==> src/rtl/gpio_pkg.sv <==
// Shared constants for the grouped open-drain digital line port
package gpio_pkg;

    // Line organisation
    localparam int NUM_LINES  = 48;
    localparam int GRP_W      = 16;
    localparam int NUM_GRP    = 3;
    localparam int CAP_LINES  = 40;
    localparam int DUAL_LINES = 6;

    // Register port widths
    localparam int ADDR_W = 5;
    localparam int DATA_W = 16;

    // Address layout: function in addr[4:2], group in addr[1:0]
    localparam int FN_LSB  = 2;
    localparam int FN_MSB  = 4;
    localparam int GRP_LSB = 0;
    localparam int GRP_MSB = 1;

    localparam logic [1:0] GRP_LAST = 2'h2;

    // Function codes
    localparam logic [2:0] FN_OUT     = 3'h0;
    localparam logic [2:0] FN_IN      = 3'h1;
    localparam logic [2:0] FN_EDGE    = 3'h2;
    localparam logic [2:0] FN_CAP_SET = 3'h3;
    localparam logic [2:0] FN_CAP_CLR = 3'h4;
    localparam logic [2:0] FN_CAPSTAT = 3'h5;
    localparam logic [2:0] FN_INTEN   = 3'h6;
    localparam logic [2:0] FN_MODE    = 3'h7;

    // Reset values
    localparam logic [47:0] LINE_RST = 48'h0;
    localparam logic [39:0] CAP_RST  = 40'h0;
    localparam logic [5:0]  MODE_RST = 6'h0;
    localparam logic [15:0] WORD_RST = 16'h0;

    // Overflow pulse timing
    localparam int PULSE_NS  = 500;
    localparam int CLK_KHZ   = 40000;
    localparam int PULSE_CYC = (PULSE_NS * CLK_KHZ) / 1000000;

endpackage

==> src/rtl/line_sync_if.sv <==
// Carrier between the port core and its pin synchroniser
`timescale 1ns/1ps
`default_nettype none

interface line_sync_if #(
    parameter int WIDTH = 48
);
    logic [WIDTH-1:0] raw;
    logic [WIDTH-1:0] sync;

    modport sync_side (
        input  raw,
        output sync
    );

    modport core_side (
        output raw,
        input  sync
    );
endinterface

`default_nettype wire

==> src/rtl/gpio_port.sv <==
// Grouped open-drain digital line port with edge capture and overflow outputs
// Operation
// - 48 lines in three groups of 16; line = group*16 + bit.
// - Group access is a 16-bit word; bit 0 is the group's lowest line.
// - Logical one pulls the pin low; zero releases it.
// - Software sees inverted pin sense: low pin reads as one.
// - Lines 0 to 5 each have a standard or overflow mode bit.
// - Overflow mode routes counters 0A,0B,1A,1B,2A,2B to lines 0 to 5.
// - Each overflow gives exactly one 500 ns active pulse; an overflow during a pulse reloads it, so the two give one longer pulse.
// - Mode readback is zero for standard, non-zero for overflow.
// - Output readback returns driver states, untouched by the pins.
// - Input readback returns the logical pin states of the group.
// - Polarity bit zero captures falling, one captures rising logical edges.
// - Capture exists on lines 0 to 39; writes above are ignored.
// - A capture flag may set only while its enable is one.
// - Selected edge sets the flag and, if enabled, an interrupt request.
// - Clearing capture enable clears the flag and its request.
// - Capture reset with a one clears flag and request; zero keeps it. An enabled edge in the same cycle leaves the flag set.
//
// The implementer's own choices: strobed register access and the register addresses.
`timescale 1ns/1ps
`default_nettype none

module gpio_port
    import gpio_pkg::*;
(
    // Clock and reset
    input  wire logic                   clk_sys,
    input  wire logic                   rst,
    // Register port
    input  wire logic [ADDR_W-1:0]      addr,
    input  wire logic [DATA_W-1:0]      wdata,
    input  wire logic                   wr,
    input  wire logic                   rd,
    output logic      [DATA_W-1:0]      rdata,
    // Open-drain lines
    input  wire logic [NUM_LINES-1:0]   line_i,
    output logic      [NUM_LINES-1:0]   line_o,
    output logic      [NUM_LINES-1:0]   line_oe,
    // Counter overflow events
    input  wire logic [DUAL_LINES-1:0]  ovf_evt,
    // Per-line capture requests
    output logic      [CAP_LINES-1:0]   irq_req
);
    typedef struct packed {
        logic [NUM_LINES-1:0]  out;
        logic [DUAL_LINES-1:0] mode;
        logic [CAP_LINES-1:0]  edge_sel;
        logic [CAP_LINES-1:0]  capen;
        logic [CAP_LINES-1:0]  capflag;
        logic [CAP_LINES-1:0]  inten;
        logic [NUM_LINES-1:0]  prev;
        logic [DATA_W-1:0]     rdata;
    } port_st_t;

    localparam port_st_t ST_RST = '{
        out:      LINE_RST,
        mode:     MODE_RST,
        edge_sel: CAP_RST,
        capen:    CAP_RST,
        capflag:  CAP_RST,
        inten:    CAP_RST,
        prev:     LINE_RST,
        rdata:    WORD_RST
    };

    localparam logic [7:0]  CAP_PAD  = 8'h00;
    localparam logic [9:0]  MODE_PAD = 10'h000;

    // Group word extraction, bit 0 is the group's lowest line
    function automatic logic [DATA_W-1:0] get_grp(input logic [NUM_LINES-1:0] v,
                                                  input logic [1:0]           g);
        logic [DATA_W-1:0] w;
        w = WORD_RST;
        case (g)
            2'h0:    w = v[15:0];
            2'h1:    w = v[31:16];
            2'h2:    w = v[47:32];
            default: w = WORD_RST;
        endcase
        return w;
    endfunction

    // Replace one group word inside a line vector
    function automatic logic [NUM_LINES-1:0] put_grp(input logic [NUM_LINES-1:0] v,
                                                     input logic [1:0]           g,
                                                     input logic [DATA_W-1:0]    w);
        logic [NUM_LINES-1:0] r;
        r = v;
        case (g)
            2'h0:    r[15:0]  = w;
            2'h1:    r[31:16] = w;
            2'h2:    r[47:32] = w;
            default: r = v;
        endcase
        return r;
    endfunction

    port_st_t              st_ff;
    port_st_t              nxt_st;
    line_sync_if #(.WIDTH(NUM_LINES)) sync_bus ();

    logic [2:0]            fn;
    logic [1:0]            grp;
    logic                  grp_ok;
    logic [NUM_LINES-1:0]  cur;
    logic [NUM_LINES-1:0]  spread;
    logic [NUM_LINES-1:0]  wr_edge;
    logic [NUM_LINES-1:0]  wr_inten;
    logic [CAP_LINES-1:0]  rise;
    logic [CAP_LINES-1:0]  fall;
    logic [CAP_LINES-1:0]  hit;
    logic [CAP_LINES-1:0]  cap_clr;
    logic [DUAL_LINES-1:0] ovf_line;

    assign sync_bus.raw = line_i;

    line_sync u_sync (
        .clk_sys (clk_sys),
        .rst     (rst),
        .lines   (sync_bus.sync_side)
    );

    // One pulse stretcher per counter channel
    genvar gi;
    generate
        for (gi = 0; gi < DUAL_LINES; gi++) begin : g_ovf
            ovf_pulse #(
                .WIDTH_CYC (PULSE_CYC)
            ) u_pulse (
                .clk_sys (clk_sys),
                .rst     (rst),
                .trig    (ovf_evt[gi]),
                .pulse_o (ovf_line[gi])
            );
        end
    endgenerate

    assign fn     = addr[FN_MSB:FN_LSB];
    assign grp    = addr[GRP_MSB:GRP_LSB];
    assign grp_ok = (grp <= GRP_LAST);

    assign cur = ~sync_bus.sync;

    // Write word placed on its group's lines
    assign spread   = put_grp(LINE_RST, grp, wdata);
    assign wr_edge  = put_grp({CAP_PAD, st_ff.edge_sel}, grp, wdata);
    assign wr_inten = put_grp({CAP_PAD, st_ff.inten}, grp, wdata);

    assign rise = cur[CAP_LINES-1:0] & ~st_ff.prev[CAP_LINES-1:0];
    assign fall = ~cur[CAP_LINES-1:0] & st_ff.prev[CAP_LINES-1:0];

    assign hit = (st_ff.edge_sel & rise) | (~st_ff.edge_sel & fall);

    always_comb begin
        nxt_st  = st_ff;
        cap_clr = CAP_RST;

        if (wr && grp_ok) begin
            case (fn)
                FN_OUT: begin
                    nxt_st.out = put_grp(st_ff.out, grp, wdata);
                end
                FN_EDGE: begin
                    nxt_st.edge_sel = wr_edge[CAP_LINES-1:0];
                end
                FN_CAP_SET: begin
                    nxt_st.capen = st_ff.capen | spread[CAP_LINES-1:0];
                end
                FN_CAP_CLR: begin
                    nxt_st.capen = st_ff.capen & ~spread[CAP_LINES-1:0];
                end
                // Ones clear flags, zeros keep them
                FN_CAPSTAT: begin
                    cap_clr = spread[CAP_LINES-1:0];
                end
                FN_INTEN: begin
                    nxt_st.inten = wr_inten[CAP_LINES-1:0];
                end
                // Mode bits for lines 0 to 5
                FN_MODE: begin
                    nxt_st.mode = wdata[DUAL_LINES-1:0];
                end
                default: begin
                    nxt_st.mode = st_ff.mode;
                end
            endcase
        end

        // Set wins over reset; disabled lines hold no flag
        nxt_st.capflag = ((st_ff.capflag & ~cap_clr) | (hit & st_ff.capen)) & nxt_st.capen;
        nxt_st.prev    = cur;

        // Read data valid in the cycle after the strobe
        nxt_st.rdata = WORD_RST;
        if (rd && grp_ok) begin
            case (fn)
                FN_OUT: begin
                    nxt_st.rdata = get_grp(st_ff.out, grp);
                end
                FN_IN: begin
                    nxt_st.rdata = get_grp(cur, grp);
                end
                FN_EDGE: begin
                    nxt_st.rdata = get_grp({CAP_PAD, st_ff.edge_sel}, grp);
                end
                FN_CAP_SET: begin
                    nxt_st.rdata = get_grp({CAP_PAD, st_ff.capen}, grp);
                end
                FN_CAP_CLR: begin
                    nxt_st.rdata = get_grp({CAP_PAD, st_ff.capen}, grp);
                end
                FN_CAPSTAT: begin
                    nxt_st.rdata = get_grp({CAP_PAD, st_ff.capflag}, grp);
                end
                FN_INTEN: begin
                    nxt_st.rdata = get_grp({CAP_PAD, st_ff.inten}, grp);
                end
                FN_MODE: begin
                    nxt_st.rdata = {MODE_PAD, st_ff.mode};
                end
                default: begin
                    nxt_st.rdata = WORD_RST;
                end
            endcase
        end
    end

    always_ff @(posedge clk_sys) begin
        if (rst) begin
            st_ff <= ST_RST;
        end else begin
            st_ff <= nxt_st;
        end
    end

    // Open drain: only ever drive low
    assign line_o = LINE_RST;

    // Overflow pulse replaces the driver on dual lines
    always_comb begin
        line_oe = st_ff.out;
        for (int i = 0; i < DUAL_LINES; i++) begin
            line_oe[i] = st_ff.mode[i] ? ovf_line[i] : st_ff.out[i];
        end
    end

    // Request while flag and enable are both set
    assign irq_req = st_ff.capflag & st_ff.inten;
    assign rdata   = st_ff.rdata;

    a_grp_write_drive: assert property (@(posedge clk_sys) disable iff (rst)
        (wr && addr == {FN_OUT, 2'h1}) |=> (line_oe[31:16] == $past(wdata)))
        else $error("group write did not reach all drivers");

    a_out_read_back: assert property (@(posedge clk_sys) disable iff (rst)
        (rd && addr == {FN_OUT, 2'h2}) |=> (rdata == $past(st_ff.out[47:32])))
        else $error("output readback mismatch");

    a_in_read_sense: assert property (@(posedge clk_sys) disable iff (rst)
        (rd && addr == {FN_IN, 2'h0}) |=> (rdata == ~$past(sync_bus.sync[15:0])))
        else $error("input readback not inverted pin sense");

    a_std_mode_drive: assert property (@(posedge clk_sys) disable iff (rst)
        !st_ff.mode[2] |-> (line_oe[2] == st_ff.out[2]))
        else $error("standard mode line not following driver");

    a_ovf_mode_route: assert property (@(posedge clk_sys) disable iff (rst)
        (st_ff.mode[4] && ovf_evt[4]) |=> line_oe[4] [*3])
        else $error("overflow pulse not routed to its line");

    a_flag_needs_en: assert property (@(posedge clk_sys) disable iff (rst)
        (st_ff.capflag & ~st_ff.capen) == CAP_RST)
        else $error("capture flag set while disabled");

    a_edge_sets_flag: assert property (@(posedge clk_sys) disable iff (rst)
        (hit[3] && st_ff.capen[3] && !(wr && fn == FN_CAP_CLR)) |=> st_ff.capflag[3])
        else $error("enabled edge did not set its flag");

    a_capen_clr_flag: assert property (@(posedge clk_sys) disable iff (rst)
        (wr && addr == {FN_CAP_CLR, 2'h0}) |=> ((irq_req[15:0] & $past(wdata)) == WORD_RST))
        else $error("disable did not clear request");

    a_cap_reset_flag: assert property (@(posedge clk_sys) disable iff (rst)
        (wr && addr == {FN_CAPSTAT, 2'h1} && (hit[31:16] == WORD_RST))
        |=> ((st_ff.capflag[31:16] & $past(wdata)) == WORD_RST))
        else $error("capture reset did not clear flag");

    a_high_ignored: assert property (@(posedge clk_sys) disable iff (rst)
        (rd && addr == {FN_EDGE, 2'h2}) |=> (rdata[15:8] == CAP_PAD))
        else $error("capture bits above line 39 not ignored");

    a_reset_released: assert property (@(posedge clk_sys)
        rst |=> (line_oe == LINE_RST && irq_req == CAP_RST))
        else $error("lines not released after reset");
endmodule

`default_nettype wire

==> src/rtl/line_sync.sv <==
// Two-stage synchroniser for the line pin inputs
`timescale 1ns/1ps
`default_nettype none

module line_sync
    import gpio_pkg::*;
(
    // Clock and reset
    input  wire logic          clk_sys,
    input  wire logic          rst,
    // Pin side and core side
    line_sync_if.sync_side     lines
);
    typedef struct packed {
        logic [NUM_LINES-1:0] meta;
        logic [NUM_LINES-1:0] stable;
    } sync_st_t;

    sync_st_t sync_ff;
    sync_st_t nxt_sync;

    always_comb begin
        nxt_sync        = sync_ff;
        nxt_sync.meta   = lines.raw;
        nxt_sync.stable = sync_ff.meta;
    end

    // Pins idle high, so reset to released
    always_ff @(posedge clk_sys) begin
        if (rst) begin
            sync_ff <= {~LINE_RST, ~LINE_RST};
        end else begin
            sync_ff <= nxt_sync;
        end
    end

    assign lines.sync = sync_ff.stable;
endmodule

`default_nettype wire

==> src/rtl/ovf_pulse.sv <==
// Fixed-width pulse stretcher for one counter overflow event
`timescale 1ns/1ps
`default_nettype none

module ovf_pulse
    import gpio_pkg::*;
#(
    parameter int WIDTH_CYC = PULSE_CYC
)(
    // Clock and reset
    input  wire logic clk_sys,
    input  wire logic rst,
    // Event and pulse
    input  wire logic trig,
    output logic      pulse_o
);
    typedef struct packed {
        logic [7:0] cnt;
    } pulse_st_t;

    localparam logic [7:0] CNT_LOAD = 8'(WIDTH_CYC);
    localparam logic [7:0] CNT_ONE  = 8'h01;
    localparam logic [7:0] CNT_ZERO = 8'h00;

    pulse_st_t pulse_ff;
    pulse_st_t nxt_pulse;

    always_comb begin
        nxt_pulse = pulse_ff;
        if (trig) begin
            nxt_pulse.cnt = CNT_LOAD;
        end else if (pulse_ff.cnt != CNT_ZERO) begin
            nxt_pulse.cnt = pulse_ff.cnt - CNT_ONE;
        end
    end

    always_ff @(posedge clk_sys) begin
        if (rst) begin
            pulse_ff <= '{cnt: 8'h00};
        end else begin
            pulse_ff <= nxt_pulse;
        end
    end

    assign pulse_o = (pulse_ff.cnt != CNT_ZERO);

    a_pulse_load_full: assert property (@(posedge clk_sys) disable iff (rst)
        trig |=> pulse_o [*8] ##0 (pulse_ff.cnt == CNT_LOAD - 8'h07))
        else $error("overflow pulse not loaded to full width");

    a_pulse_ends_width: assert property (@(posedge clk_sys) disable iff (rst)
        (pulse_ff.cnt == CNT_ONE && !trig) |=> !pulse_o)
        else $error("overflow pulse did not end on time");
endmodule

`default_nettype wire

==> config.mk <==
export PLATFORM = sky130hd
export DESIGN_NAME = gpio_port
export DESIGN_NICKNAME = d
export VERILOG_FILES = /design/src/rtl/gpio_pkg.sv /design/src/rtl/line_sync_if.sv /design/src/rtl/gpio_port.sv /design/src/rtl/line_sync.sv /design/src/rtl/ovf_pulse.sv
export SDC_FILE = /design/constraint.sdc
export NUM_CORES = 1
export LEC_CHECK = 0
export ABC_AREA = 1
export BUFFER_PORTS_ARGS = -buffer_cell sky130_fd_sc_hd__clkbuf_2
export CORE_ASPECT_RATIO = 0.75
export CORE_MARGIN = 8
export CORE_UTILIZATION = 40
export CTS_CLUSTER_DIAMETER = 100
export DETAILED_ROUTE_END_ITERATION = 12
export HOLD_SLACK_MARGIN = 0.15
export PLACE_DENSITY = 0.61
export SYNTH_ARGS = -nofsm -noshare
export SYNTH_HDL_FRONTEND = slang
export SYNTH_SLANG_ARGS = --single-unit
==> constraint.sdc <==
create_clock -name clk_sys -period 1.7 [get_ports clk_sys]
set_input_delay 0.255 -clock clk_sys [delete_from_list [all_inputs] [get_ports clk_sys]]
set_output_delay 0.255 -clock clk_sys [all_outputs]
set_load 0.005 [all_outputs]
Word-level counts from Yosys, hierarchy flattened. Cells that the tools add are included.

Output and inout port bits: 152. Register bits after elaboration: 414. Input bits: 79.

$add $sub $neg: 6. Order comparisons: 1. Reductions and logical operators: 34. Bitwise operators: 19. Muxes and demuxes: 32. Equality and inequality tests: 9.

Operator list (count): $and 40x40->40 (9); $pmux 16 s3 (6); $not 40->40 (5); $mux 40 (3); $or 40x40->40 (3); $pmux 16 s7 (1); $pmux 40 s2 (1); $mux 5 (12); $not 48->48 (1); $reduce_bool 8->1 (6); $sub 8x1->8 const B (6); $mux 16 (2); $reduce_and 3->1 (9); $reduce_or 2->1 (8); $eq 3x3->1 const B (4); $reduce_bool 2->1 (6); $mux 8 (1); $eq 3x2->1 const B (2); $mux 1 (6); $eq 3x1->1 const B (1); $logic_not 3->1 (1); $eq 2x1->1 const B (1); $eq 2x2->1 const B (1); $le 2x2->1 const B (1); other kinds (4) (5).

Depth between registers and ports, before layout.
Word-level depth: 8. Mapped depth: 12.

Hierarchy. Synthesis repeated with hierarchy kept, for this count alone.

Cell total of the unflattened synthesis: 2737. Area total of the unflattened synthesis: 19007.0 um^2.

By module, submodules not included: gpio_port (cells an instance 2078, seq. area each 5405.2 um^2, area an instance 13689.4 um^2, times used 1); line_sync (cells an instance 299, seq. area each 1921.8 um^2, area an instance 2727.6 um^2, times used 1); ovf_pulse (cells an instance 60, seq. area each 160.2 um^2, area an instance 431.7 um^2, times used 6).

Least setup slack after synthesis. Ideal clock, no wire load.

Path type: input to register. From: input port addr[0]. To: register st_ff[110] in the netlist's numbering. Arrival: 1.376 ns. Stages on the path: 11. Path buffers: 3. Setup time: 0.115 ns. Setup slack: 0.209 ns. Path through: buf_2 -> nand2_1 -> nand2_1 -> nor2_1 -> buf_2 -> buf_2 -> nand3_1 -> nand2_1 -> nand2_1 -> nand2_1 -> nor2_1.

Longest elaborated chain between the ends: 8. Elaborated cells on any way between the ends: 15. Those cells by class: 1 x order compare; 5 x mux; 7 x bitwise; 2 x reduce/logical.

Ends and longest elaborated chain: start: declaration (line gpio_port.sv:31) `input wire logic [ADDR_W-1:0] addr,`; $logic_not 2->1 (line gpio_port.sv:90) `case (g)`; $mux 16 (line gpio_port.sv:90); $mux 40 (line gpio_port.sv:160) `case (fn)`; $mux 40 (line gpio_port.sv:159) `if (wr && grp_ok) begin`; $not 40->40 (line gpio_port.sv:191) `nxt_st.capflag = ((st_ff.capflag & ~cap_clr) | (hit & st_ff.capen)) & nxt_st.capen;`; $and 40x40->40 (line gpio_port.sv:191); $or 40x40->40 (line gpio_port.sv:191); $and 40x40->40 * (line gpio_port.sv:191); end signal: assignment (line gpio_port.sv:233) `st_ff <= nxt_st;`; end: declaration (line gpio_port.sv:99) `port_st_t st_ff;`.

Every way passes the cells marked *; elsewhere a longest branch is shown, timed or not. A chain may end at the register's enable or synchronous reset.

Final worst setup path.
From: register g_ovf[0].u_pulse.pulse_ff[1] in the netlist's numbering. To: output port line_oe[0].

Longest elaborated chain between the ends: 2.

Ends and longest elaborated chain: start: declaration (line ovf_pulse.sv:25) `pulse_st_t pulse_ff;`; start signal: assignment (line ovf_pulse.sv:39) `pulse_ff <= '{cnt: 8'h00};`; start signal: assignment (line ovf_pulse.sv:41) `pulse_ff <= nxt_pulse;`; $reduce_bool 8->1 (line ovf_pulse.sv:45) `assign pulse_o = (pulse_ff.cnt != CNT_ZERO);`; $mux 1 (line gpio_port.sv:244) `line_oe[i] = st_ff.mode[i] ? ovf_line[i] : st_ff.out[i];`; end: declaration (line gpio_port.sv:39) `output logic [NUM_LINES-1:0] line_oe,`.

No other way between the ends.

==> summary.md <==
| Metric | Value |
|---|---|
| Final period util | 1.09 |
| Synth unique cells | 33 |
| WP buf/inv | 2 |
| Port-buffer cells | 182 |
| Worst setup margin | -0.145 ns |
| Mapped Cells | 2,553 |
| Total Routing Usage GR | 0.220 |
| Actual slew at the worst max-slew pin | 0.672 ns |
| First-pass GRT wire length | 93.9 mm |
| CTS tree | yes |
| FMAX | 542 MHz |
| Hpwl dp | 43.7 mm |
| Setup TNS Final | -0.608 ns |
| Max Cap Violations | 0 |
| Fin. Hold Viols | 0 |
| Post-synthesis mux area share | 0 |
| Share of cells above drive strength 1 | 0.201 |
| Via density | 5.05 |
| Skew-Pair Late Insertion Delay | 0.56 ns |
| Commonest cells after routing, fill and taps aside | 603 x nand2_1, 401 x dfxtp_1, 217 x inv_1, 216 x o21ai_0, 207 x a21oi_1 |
| Max stage delay on crit path | 0.35 ns |
| Routability cong. | 0.886 |
| Cell Rows | 67 |
| Ports | 231 |
| Final slew viol count | 0 |
| CTS clk-pin slew, worst paths | 0.06 ns |
| Crit-path cells | inv_2 > ha_4 > nand4_1 > nor2_2 > a21oi_2 > clkbuf_2 |
| CTS root buf | clkbuf_16 |
| M1 GR Usage | 0.337 |
| Post-synthesis sequential area ratio | 0.455 |
| DRT iter0 DRCs | 2,072 |
| H-tree levels | 2 |
| Syn_area_per_cell | 7.13 um2 |
| Commonest non-fill, non-tap cell in the layout | nand2_1 |
| CP endpoint kind | output pin |
| Routed Antenna Nets | 0 |
| Synth Area in XOR/XNOR | 0.00914 |
| Post-Synth Simple-Gate Area | 0.278 |
| Initial Utilization | 0.407 |
| Final WL | 60.5 mm |
| Vias post-DR | 17,300 |
| Number of synthesized register bits | 414 |
| Tmin final | 1.85 ns |
| Pin count of the biggest net entering global routing | 84 |
| Drt first pass iters | 5 |
| DIE HEIGHT | 201 um |
| Final Instance Count excl. Fillers | 3,420 |
| Hold Path Class | input pin to flop |
| Area delta synth->final | 23.5% |
| Avg WL per Cell | 17.7 um |
| Largest family of logic cells by synthesized area | simple AND/OR/NAND/NOR gates |
| Drt drc | 0 |
| Clock Skew | 0.0257 ns |
| Cts bufs inserted | 43 |
| Leakage | 0.0103 uW |
| Peak VDD IR | 591 uV |
| CTS sink cnt | 414 |
| Slew headroom | 0.547 |
| Slowest CP cell | dfxtp_1 |
| GR met3 Demand/Resource | 0.0535 |
| Busiest grt layer | met1 |
| Post-synth top area cell | dfxtp_1 |
| Core area | 44,800 um2 |
| Vias in the first global route | 16,100 |
| Adder-Cell Fraction of Synth Area | 0.00412 |
| M2 GR Usage | 0.305 |
| CP arrival | 1.59 ns |
| Crit path max-delay family | flip-flops |
| Post-Syn Area | 18,200 um2 |
| Initial antenna violation count | 4 |
| Compound-gate portion of the synthesized area | 0.131 |
| Fin nets | 2,888 |
| RSZ-0062 raised after global routing | true |
| Failing checks | setup timing |
| Synthesis warning total | 0 |
| Crit path max fanout | 3 |
| Post-Place Cells | 3,238 |
| GR Overflow Total | 0 |
| Critical Path Start Type | flop |
| Final setup violation count | 6 |
| Status | finished, violations left |
| Maximum buffer depth of the clock tree | 3 |
| CP required | 1.44 ns |
| Synth top area share | 0.455 |
| Die width | 262 um |
| CP Class | flop to output pin |
| Synth top area cells | dfxtp_1 46%, nand2_1 12%, o21ai_0 5.9%, a21oi_1 5.9%, nand3_1 5.7% |
| PwrDens | 1000 nW/um2 |
| Overall die area | 52,700 um2 |
## logic make-up (layout without fill, tap and decap cells)
kind of cell	after synthesis	in the layout
AND/OR/NAND/NOR	1183	1183
XOR/XNOR	19	19
adder cells (fa/ha/maj)	6	6
other	1	50
flip-flops	414	414
buffers and inverters	468	700
AO/OA/AOI/OAI	462	462
## synthesized netlist by cell type (all sizes together)
cell type / number
dfxtp: 414
o21a: 1
o211a: 1
conb: 1
inv: 234
nand2: 605
nand4: 15
ha: 6
nand3: 206
clkbuf: 79
nor3: 15
nor4: 1
buf: 152
o211ai: 2
or2: 103
a22oi: 17
clkinv: 3
o31ai: 1
nor2: 232
o21ai: 216
a211oi: 5
a32oi: 1
a21oi: 213
xor2: 16
nand3b: 6
a31oi: 5
xnor2: 3
## registers in the layout (all words and copies together), names as in the netlist
name                    cells
u_sync.lines.sync          48
st_ff                     212
u_sync.nxt_sync            48
line_oe                    42
rdata                      16
g_ovf.u_pulse.pulse_ff     48
## worst register-to-register path: stages (launching register included)
cell and delay (ns):
dfxtp_4 0.37, nor2_4 0.05, buf_4 0.12, buf_4 0.12, buf_4 0.12, buf_4 0.12, buf_4 0.12, buf_4 0.12
buf_4 0.13, nand3_2 0.08, xor2_1 0.15, nand2_1 0.07, inv_1 0.05
## what timing repair did
item	CTS	global route
endpoints found under the hold margin	144	0
gates resized for setup	62	26
hold buffers	69	0
buffers inserted	32	8
endpoints found under the setup margin	6	9
pin swaps	19	16
## layer usage
metal	part of all wire	up-vias	wire [um]
met5	0.00045	-	27
met3	0.11	68	6510
li1	-	8493	-
met4	0.014	4	875
met2	0.39	805	23900
met1	0.48	7899	29200
## layout make-up
cell class                      count  area [um2]
Multi-Input combinational cell   1718        8170
Fill cell                        4397       22300
Sequential cell                   414        8310
Clock inverter                     12         120
Clock buffer                       62        1270
Antenna cell                        2        5.00
Inverter                          237         891
Timing Repair Buffer              389        2980
Tap cell                          586         733
## worst paths after layout
| check | from | endpoint | slack (ns) | cells past startpoint |
|---|---|---|---|---|
| worst max-delay path | g_ovf[0].u_pulse.pulse_ff[1] | line_oe[0] | -0.15 | 6 |
| worst max register to register | g_ovf[1].u_pulse.pulse_ff[4] | g_ovf[1].u_pulse.pulse_ff[6] | 0.05 | 12 |
| worst min register to register | u_sync.lines.sync[10] | st_ff[26] | 0.41 | 1 |
| worst min-delay path | wdata[14] | st_ff[118] | 0.18 | 4 |
## power by group
part           internal [uW]  leakage, uW  switching, uW
clock network           5480     0.000675           3880
registers              10000      0.00338            260
logic                   1220      0.00625           1590
total                  16700       0.0103           5730
## metrics by stage
stage	area, um2	utilization	hold WS [ns]	setup WS, ns	power (uW)
2_1_floorplan	18400	-	0.359	0.209	11800
3_3_place_gp	19800	0.443	0.396	-0.320	12500
3_5_place_dp	19800	0.443	0.397	-0.307	12600
4_1_cts	22300	0.499	0.155	-0.218	22500
5_1_grt	22500	0.502	0.200	-0.225	23400
6_report	22500	0.502	0.182	-0.145	22500
Power figures use the tool's default switching activity.
